File: src/inc/jpr_pkg.sv
// Package with register map and field positions for the joystick port registers
package jpr_pkg;
	// Register word indices; each register takes one aligned APB word
	localparam logic [7:0] OFS_CONTROL = 8'h00;
	localparam logic [7:0] OFS_PIN_LEVELS = 8'h01;
	localparam logic [7:0] OFS_EVENT_FLAGS = 8'h02;
	localparam logic [7:0] OFS_IRQ_ENABLES = 8'h03;
	localparam logic [7:0] OFS_A_HORIZ_LO = 8'h04;
	localparam logic [7:0] OFS_A_HORIZ_HI = 8'h05;
	localparam logic [7:0] OFS_A_VERT_LO = 8'h06;
	localparam logic [7:0] OFS_A_VERT_HI = 8'h07;
	localparam logic [7:0] OFS_B_HORIZ_LO = 8'h08;
	localparam logic [7:0] OFS_B_HORIZ_HI = 8'h09;
	localparam logic [7:0] OFS_B_VERT_LO = 8'h0a;
	localparam logic [7:0] OFS_B_VERT_HI = 8'h0b;
	localparam logic [7:0] OFS_EDGE_SELECT = 8'h0c;
	// Control bit positions
	localparam int CTL_ENHANCED = 0;
	// Irq enable bit positions
	localparam int IEN_POS_A = 0;
	localparam int IEN_POS_B = 1;
	localparam int IEN_POS_EITHER = 2;
	localparam int IEN_BTN_LSB = 4;
	// Event flags: bits 3..0 counter ready, 7..4 button events
	localparam int EVT_BTN_LSB = 4;
	// Writable masks; bit 3 of control and enables is reserved
	localparam logic [7:0] CTL_WMASK = 8'hf7;
	localparam logic [7:0] IEN_WMASK = 8'hf7;
	// Reset values
	localparam logic [7:0] RST_BYTE = 8'h00;
	// Edge select codes
	localparam logic [1:0] EDGE_NONE = 2'h0;
	localparam logic [1:0] EDGE_RISE = 2'h1;
	localparam logic [1:0] EDGE_FALL = 2'h2;
	localparam logic [1:0] EDGE_BOTH = 2'h3;
	// Number of buttons, axes and synchroniser stages
	localparam int NUM_BTN = 4;
	localparam int NUM_AXIS = 4;
	localparam int SYNC_STAGES = 3;
endpackage

File: src/rtl/jpr_edge_detect.sv
// Button edge detector driven by a two-bit edge select code
`timescale 1ns/1ps
module jpr_edge_detect (
	input wire logic pclk,
	input wire logic presetn,
	input wire logic [3:0] level,
	input wire logic [7:0] edge_select,
	output logic [3:0] hit
);
	typedef struct packed {
		logic [3:0] prev;
	} jpr_edge_s;
	jpr_edge_s st, next_st;

	// Decode one field against a rise and fall pair
	function automatic logic edge_match(input logic [1:0] code, input logic rise, input logic fall);
		case (code)
			jpr_pkg::EDGE_RISE: edge_match = rise;
			jpr_pkg::EDGE_FALL: edge_match = fall;
			jpr_pkg::EDGE_BOTH: edge_match = rise | fall;
			default: edge_match = 1'b0;
		endcase
	endfunction

	always_comb begin
		next_st.prev = level;
		for (int i = 0; i < jpr_pkg::NUM_BTN; i++) begin
			hit[i] = edge_match(edge_select[2*i +: 2], level[i] & ~st.prev[i], ~level[i] & st.prev[i]);
		end
	end

	always_ff @(posedge pclk or negedge presetn) begin
		if (!presetn) begin
			st <= '0;
		end else begin
			st <= next_st;
		end
	end
endmodule

File: src/rtl/jpr_pin_sync.sv
// Three-stage pin synchroniser with agreement filter
`timescale 1ns/1ps
module jpr_pin_sync (
	input wire logic pclk,
	input wire logic presetn,
	input wire logic [7:0] pin_in,
	output logic [7:0] pin_level
);
	typedef struct packed {
		logic [7:0] s1;
		logic [7:0] s2;
		logic [7:0] s3;
		logic [7:0] lvl;
	} jpr_sync_s;
	jpr_sync_s st, next_st;

	// Level changes only once stages two and three agree; stage one feeds stage two alone
	always_comb begin
		next_st = st;
		next_st.s1 = pin_in;
		next_st.s2 = st.s1;
		next_st.s3 = st.s2;
		for (int i = 0; i < 8; i++) begin
			if (st.s2[i] == st.s3[i]) begin
				next_st.lvl[i] = st.s3[i];
			end
		end
	end

	always_ff @(posedge pclk or negedge presetn) begin
		if (!presetn) begin
			st <= '0;
		end else begin
			st <= next_st;
		end
	end

	assign pin_level = st.lvl;
endmodule

File: src/rtl/jpr_regs.sv
// Joystick port register block with APB slave, event flags and interrupt
//
// Added by the designer: the APB slave port.
`timescale 1ns/1ps
module jpr_regs (
	input wire logic pclk,
	input wire logic presetn,
	input wire logic psel,
	input wire logic penable,
	input wire logic pwrite,
	input wire logic [7:0] paddr,
	input wire logic [31:0] pwdata,
	output logic [31:0] prdata,
	output logic pready,
	output logic pslverr,
	input wire logic [3:0] button_pins,
	input wire logic [3:0] axis_pins,
	input wire logic [63:0] axis_count,
	input wire logic [3:0] axis_done,
	output logic [7:0] port_control,
	output logic irq
);
	typedef struct packed {
		logic [7:0] control;
		logic [7:0] flags;
		logic [7:0] enables;
		logic [7:0] edge_sel;
		logic [63:0] latched;
		logic [31:0] rdata;
		logic pos_a_pend;
		logic pos_b_pend;
	} jpr_regs_s;
	jpr_regs_s st, next_st;

	logic [7:0] pin_levels;
	logic [3:0] btn_hit;
	logic enhanced;
	logic wr_en;
	logic rd_en;
	logic addr_ok;
	logic [7:0] rd_byte;
	logic [3:0] ready_now;

	// Pins reach this clock through the filter; axis pins join the buttons
	jpr_pin_sync u_sync (
		.pclk(pclk),
		.presetn(presetn),
		.pin_in({button_pins, axis_pins}),
		.pin_level(pin_levels)
	);

	// Edge select is forced to none outside enhanced mode
	jpr_edge_detect u_edge (
		.pclk(pclk),
		.presetn(presetn),
		.level(pin_levels[7:4]),
		.edge_select(enhanced ? st.edge_sel : jpr_pkg::RST_BYTE),
		.hit(btn_hit)
	);

	// Word index of a byte address; the two low address bits must be zero for a hit
	function automatic logic [7:0] word_index(input logic [7:0] addr);
		word_index = {2'h0, addr[7:2]};
	endfunction

	// Select byte of a latched 64-bit counter bundle
	function automatic logic [7:0] count_byte(input logic [63:0] cnt, input logic [2:0] idx);
		count_byte = cnt[8*idx +: 8];
	endfunction

	// APB decode: zero-wait, answered in the access cycle
	always_comb begin
		enhanced = st.control[jpr_pkg::CTL_ENHANCED];
		wr_en = psel & penable & pwrite;
		rd_en = psel & ~penable & ~pwrite;
		addr_ok = (paddr[1:0] == 2'h0) && (word_index(paddr) <= jpr_pkg::OFS_EDGE_SELECT);
		ready_now = st.flags[3:0];
	end

	// Read mux; position bytes read zero outside enhanced mode
	always_comb begin
		rd_byte = jpr_pkg::RST_BYTE;
		case (word_index(paddr))
			jpr_pkg::OFS_CONTROL: rd_byte = st.control;
			jpr_pkg::OFS_PIN_LEVELS: rd_byte = pin_levels;
			jpr_pkg::OFS_EVENT_FLAGS: rd_byte = st.flags;
			jpr_pkg::OFS_IRQ_ENABLES: rd_byte = st.enables;
			jpr_pkg::OFS_A_HORIZ_LO, jpr_pkg::OFS_A_HORIZ_HI, jpr_pkg::OFS_A_VERT_LO, jpr_pkg::OFS_A_VERT_HI,
			jpr_pkg::OFS_B_HORIZ_LO, jpr_pkg::OFS_B_HORIZ_HI, jpr_pkg::OFS_B_VERT_LO,
			jpr_pkg::OFS_B_VERT_HI: begin
				if (enhanced) begin
					rd_byte = count_byte(st.latched, 3'(word_index(paddr) - jpr_pkg::OFS_A_HORIZ_LO));
				end
			end
			jpr_pkg::OFS_EDGE_SELECT: rd_byte = st.edge_sel;
			default: rd_byte = jpr_pkg::RST_BYTE;
		endcase
	end

	// Register updates; hardware set beats software clear for button flags; a counter ready flag is only set while it is clear
	always_comb begin
		next_st = st;
		if (rd_en) begin
			next_st.rdata = {24'h000000, addr_ok ? rd_byte : jpr_pkg::RST_BYTE};
		end
		if (wr_en && addr_ok) begin
			case (word_index(paddr))
				jpr_pkg::OFS_CONTROL: next_st.control = pwdata[7:0] & jpr_pkg::CTL_WMASK;
				jpr_pkg::OFS_EVENT_FLAGS: next_st.flags = st.flags & ~pwdata[7:0];
				jpr_pkg::OFS_IRQ_ENABLES: next_st.enables = pwdata[7:0] & jpr_pkg::IEN_WMASK;
				jpr_pkg::OFS_EDGE_SELECT: next_st.edge_sel = pwdata[7:0];
				default: next_st = next_st;
			endcase
		end
		// Counter captured only when its ready flag is clear, so two byte reads stay coherent
		for (int i = 0; i < jpr_pkg::NUM_AXIS; i++) begin
			if (axis_done[i] && !ready_now[i] && enhanced) begin
				next_st.latched[16*i +: 16] = axis_count[16*i +: 16];
				next_st.flags[i] = 1'b1;
			end
		end
		// Button events set their flags
		for (int i = 0; i < jpr_pkg::NUM_BTN; i++) begin
			if (btn_hit[i]) begin
				next_st.flags[jpr_pkg::EVT_BTN_LSB + i] = 1'b1;
			end
		end
		// Position trigger per device, both or either axis; new selection applies with the write itself
		next_st.pos_a_pend = next_st.enables[jpr_pkg::IEN_POS_EITHER] ? (next_st.flags[0] | next_st.flags[1])
			: (next_st.flags[0] & next_st.flags[1]);
		next_st.pos_b_pend = next_st.enables[jpr_pkg::IEN_POS_EITHER] ? (next_st.flags[2] | next_st.flags[3])
			: (next_st.flags[2] & next_st.flags[3]);
	end

	always_ff @(posedge pclk or negedge presetn) begin
		if (!presetn) begin
			st <= '0;
		end else begin
			st <= next_st;
		end
	end

	// Interrupt level from enabled sources only
	always_comb begin
		irq = (|(st.flags[7:4] & st.enables[7:4]))
			| (st.pos_a_pend & st.enables[jpr_pkg::IEN_POS_A])
			| (st.pos_b_pend & st.enables[jpr_pkg::IEN_POS_B]);
	end

	assign prdata = st.rdata;
	assign pready = 1'b1;
	assign pslverr = 1'b0;
	assign port_control = st.control;
endmodule

File: config.mk
export PLATFORM = sky130hd
export DESIGN_NAME = jpr_regs
export DESIGN_NICKNAME = d
export VERILOG_FILES = /design/src/inc/jpr_pkg.sv /design/src/rtl/jpr_edge_detect.sv /design/src/rtl/jpr_pin_sync.sv /design/src/rtl/jpr_regs.sv
export SDC_FILE = /design/constraint.sdc
export NUM_CORES = 1
export LEC_CHECK = 0
export ABC_CLOCK_PERIOD_IN_PS = 2700
export BUFFER_PORTS_ARGS = -buffer_cell sky130_fd_sc_hd__buf_2
export CORE_AREA = 2 2 111 113
export CTS_CLUSTER_SIZE = 30
export DETAILED_ROUTE_END_ITERATION = 7
export DIE_AREA = 0 0 113 115
export PLACE_DENSITY_LB_ADDON = 0.15
export SLEW_MARGIN = 20
export SYNTH_ARGS = -nofsm -noshare
export SYNTH_HDL_FRONTEND = slang
export SYNTH_HIERARCHICAL = 1
export SYNTH_SLANG_ARGS = --single-unit
File: constraint.sdc
create_clock -name pclk -period 2.7 [get_ports pclk]
set_clock_uncertainty 0.1 [all_clocks]
set_input_delay 0 -clock pclk [delete_from_list [all_inputs] [get_ports pclk]]
set_output_delay 0 -clock pclk [all_outputs]
set_load 0.01 [all_outputs]
# Word-level counts from Yosys, hierarchy flattened
# Cells that the tools add are included.
totals:
  ff_bits: 164
  word_cells: 160
  output_inout_bits: 43
  in_bits: 121
op_classes:
  shift: 1
  magnitude_cmp: 1
  bitwise: 37
  eq_ne: 32
  reduce_logical: 33
  add_sub_neg: 1
  muxes: 27
op_table:
  columns: ["cell", "count"]
  rows:
  - ["$mux 122", 1]
  - ["$mux 16", 4]
  - ["$shiftx 64x7->8", 1]
  - ["$mux 8", 6]
  - ["$pmux 8 s6", 1]
  - ["$mux 32", 1]
  - ["$eq 6x4->1 const B", 5]
  - ["$eq 6x3->1 const B", 4]
  - ["$and 1x1->1", 16]
  - ["$eq 2x2->1 const B", 8]
  - ["$reduce_bool 2->1", 8]
  - ["$reduce_and 2->1", 7]
  - ["$eq 6x2->1 const B", 2]
  - ["$pmux 1 s3", 4]
  - ["$logic_and 1x1->1", 10]
  - ["$mux 1", 10]
  - ["$not 1->1", 10]
  - ["$and 8x8->8", 1]
  - ["$eq 1x1->1", 8]
  - ["$eq 2x1->1 const B", 4]
  - ["$not 8->8", 1]
  - ["$or 1x1->1", 8]
  - ["$reduce_or 8->1", 1]
  - ["$eq 6x1->1 const B", 1]
  - ["7 further kinds", 10]

# Logic depth before layout (Yosys ltp)
logic_depth:
  depth_word: 10
  depth_mapped: 7
  ltp_nobuf: 6

# Modules after synthesis
# The synthesis kept the hierarchy.
modules_own_cells:
  columns: ["module", "seq_area_each_um2", "instances", "area_each_um2", "cells_each"]
  rows:
  - ["jpr_regs", 2602.5, 1, 5131.2, 380]
  - ["jpr_pin_sync", 800.8, 1, 950.9, 48]
  - ["jpr_edge_detect", 100.1, 1, 329.1, 39]

# Worst setup path after synthesis
# Ideal clock, no wire load.
synth_path:
  path_type: "input -> register"
  startpoint: "in paddr[4]"
  endpoint: "reg st (netlist bit port_control[0])"
  path_buffers: 2
  cell_stages: 6
  setup_slack_ns: 0.904
  required_ns: 2.475
  t_arrival_ns: 1.572
  cell_sequence: "buf_6 -> or4_4 -> nor3_2 -> nor2b_1 -> buf_2 -> mux2_2"
synth_via:
  elab_chain_cells: 4
  word_cells_on_any_way: 5
  classes_between: "order compare (1); reduce/logical (4)"
synth_lines:
  columns: ["item", "line", "source"]
  rows:
  - ["start: declaration", "jpr_regs.sv:11", "input wire logic [7:0] paddr,"]
  - ["$le 6x4->1", "jpr_regs.sv:76", "addr_ok = (paddr[1:0] == 2'h0) && (word_index(paddr) <= jpr_pkg::OFS_EDGE_SELECT);"]
  - ["$logic_and 1x1->1", "jpr_regs.sv:76", null]
  - ["$logic_and 1x1->1", "jpr_regs.sv:106", "if (wr_en && addr_ok) begin"]
  - ["$reduce_and 2->1 (no line) (*)", null, null]
  - ["end signal: assignment", "jpr_regs.sv:139", "st <= next_st;"]
  - ["end: declaration", "jpr_regs.sv:33", "jpr_regs_s st, next_st;"]
# Mark *: on every way between the ends. The rest lies on a longest branch, timed or not.
# A chain may end at the register's enable or synchronous reset.

==> flow_summary.ini <==
[cts]
postCtsSetupRepairBufs = 0
cts_max_path_buffers = 2
clk_latency_ps = 420
cts_max_level = 4
cts.repair.resized = 0
cts_tree = done
cts_hold_buffers = 86
cts_sinks = 140
cts_made_buffers = 17
cts_root_buf = clkbuf_16
clk_pin_slew_worst_paths_ps = 60

[sta]
setup_slack_ps = 365
fin_tns_setup_ps = 0
drv_slew = 0
fin_crit_sh_pct = 86.5
rsz0062_at_grt = false
max_freq_mhz = 428
setup_viol = 0
final_hold_viol_count = 0
slew_headroom_pct = 57.8
fin_crit_ps = 2340
tightest_slew_ps = 634

[floorplanning]
io_pins = 164
row_count = 40
core_um2 = 11800
die-area_um2 = 13000
start_util_pct = 54.3
die_w_um = 113
die_h_um = 115

[logic_synthesis]
syn_inst = 467
yosysWarnings = 6
yosysUniqueCellTypes = 50
ys_seq_area_share_pct = 54.6
async_flop_share_pct = 100
synth_edf_count = 0
syn_area_um2 = 6410
synthFlopType = dfrtp_1
ys_seq_elements = 140
syn_avg_cell_area_um2 = 13.7

[final_layout]
final_common_cell = dfrtp_1
final-seq-area_um2 = 3500
design_area_um2 = 8360
drive_above_1_share_pct = 41.5
insertedDiodeCount = 0
n_fill_cell = 804
multiInputGateArea_um2 = 2510
area_delta_synth_final_pct = 30.3
final-instance-count-excl-fill = 815
layout_common_cells = 140 x dfrtp_1, 111 x buf_2, 87 x mux2_2
nets = 785

[place]
dpl_cell_area_um2 = 6910
placedCellCount = 698
place_congestion = 0.873
port_buffers = 112
pre_cts_slack_ps = 601
post-dp-hpwl_um = 9630

[power_and_ir_drop]
vdd_drop_max_uv = 399
powerDensity_nw_per_um2 = 578
leakagePower_nw = 4.18

[global_routing]
grt_max_degree = 70
track_usage_pct = 24.1
antenna_found_initial = 0
grt_pass1_vias = 4495
grt.overflow.total = 0
grt_pass1_wl_um = 23600

[worst_setup_path]
critPathLaunchType = primary input
cp.arrival_ps = 2530
endpoint_kind = register
crit_fanout = 9
cp.required_ps = 2900
critPathKind = in2reg

[outcome]
outcome = finished, violations left
violations = DRC

[route]
antenna_left = 0
drt_pass1_iterations = 8
via_per_inst = 5.41
wl_per_cell_um = 18.1
drc = 14
drtIter0Drc = 220
via_count = 4410
wl_um = 14800

[worst_hold_path]
min_path_type = in2reg

[flow_run]
max_cap_violations = 0
## metrics by stage
step / total power, mW / hold slack, ps / util [%]
2_1_floorplan: 2.41 / -396 / -
3_3_place_gp: 2.51 / -56.5 / 58.5
3_5_place_dp: 2.52 / -49.8 / 58.5
4_1_cts: 4.87 / 11.2 / 70.7
5_1_grt: 5.02 / 57.5 / 70.7
6_report: 4.83 / 17.1 / 70.7
## registers in the layout (all words and copies together), names as in the netlist
register          cells
st                   85
u_sync/next_st       16
prdata                8
u_sync/pin_level      8
u_sync/st             8
port_control          7
ready_now             4
u_edge/st             4
## power breakdown
group	switching (mW)	internal (mW)	total, mW	leakage [nW]
Combinational	0.171	0.208	0.378	2.02
Sequential	0.0432	2.16	2.21	1.87
Clock	0.817	1.43	2.24	0.291
## logic make-up (layout without fill, tap and decap cells)
logic type	count (synthesis)	in the layout	share of synthesized area, %
and+or+nand+nor	63	63	5.80
muxes	109	109	21.6
DFF	140	140	54.6
xor gates and xnor gates	1	1	0.137
AOI/OAI and AO/OA	57	57	6.69
other	2	27	0.117
buffers and inverters	77	253	7.65
adders and majority gates	18	18	3.32
## synth_stat cells (5+ instances only)
cell type / count / share of area [%]
clkbuf_1: 9 / 0.53
mux2i_1: 7 / 1.1
o211a_1: 6 / 0.94
dfrtp_1: 140 / 55
buf_2: 5 / 0.39
buf_4: 50 / 5.9
inv_1: 9 / 0.53
nor2b_1: 8 / 0.78
a22oi_1: 10 / 1.2
maj3_2: 10 / 1.8
and2_1: 8 / 0.78
o21ai_0: 10 / 0.78
ha_1: 8 / 1.6
o21ai_1: 6 / 0.47
nand2_1: 22 / 1.3
mux2_2: 87 / 15
a222oi_1: 8 / 1.2
mux4_2: 15 / 5.3
## layout make-up
cell class	count	area share [%]
repair buffers	213	18.4
multi-input cells	275	30.1
flip-flops and latches	140	41.9
well taps	147	2.20
clock inverters	6	0.689
clock buffers	25	6.29
inverters	9	0.404
## final timing paths
| kind | startpoint | endpoint | slack, ps | cells past startpoint |
|---|---|---|---|---|
| max | paddr[7] | ready_now[0] | 360 | 8 |
| min | axis_done[3] | ready_now[3] | 20 | 4 |
| max reg2reg | ready_now[0] | ready_now[0] | 630 | 3 |
| min reg2reg | u_sync/next_st[21] | u_sync/next_st[13] | 240 | 0 |
| max in group asynchronous | presetn | st[47] | 1590 | 3 |
| min in group asynchronous | presetn | st[102] | 60 | 2 |
## critical path: stages
cell and delay, ps:
dlygate4sd3_1 530, buf_2 150, or4_4 520, nor3b_4 180
buf_4 190, and3b_1 240, a31oi_1 130, dlygate4sd3_1 600
## routing by layer
metal,routed length (um),global-route usage [%],up-vias
li1,-,-,1997
met1,5960,30.7,2199
met2,7490,40.1,188
met3,984,5.80,26
met4,319,9.76,0
met5,0,0,-
(Power assumes the default switching activity.)
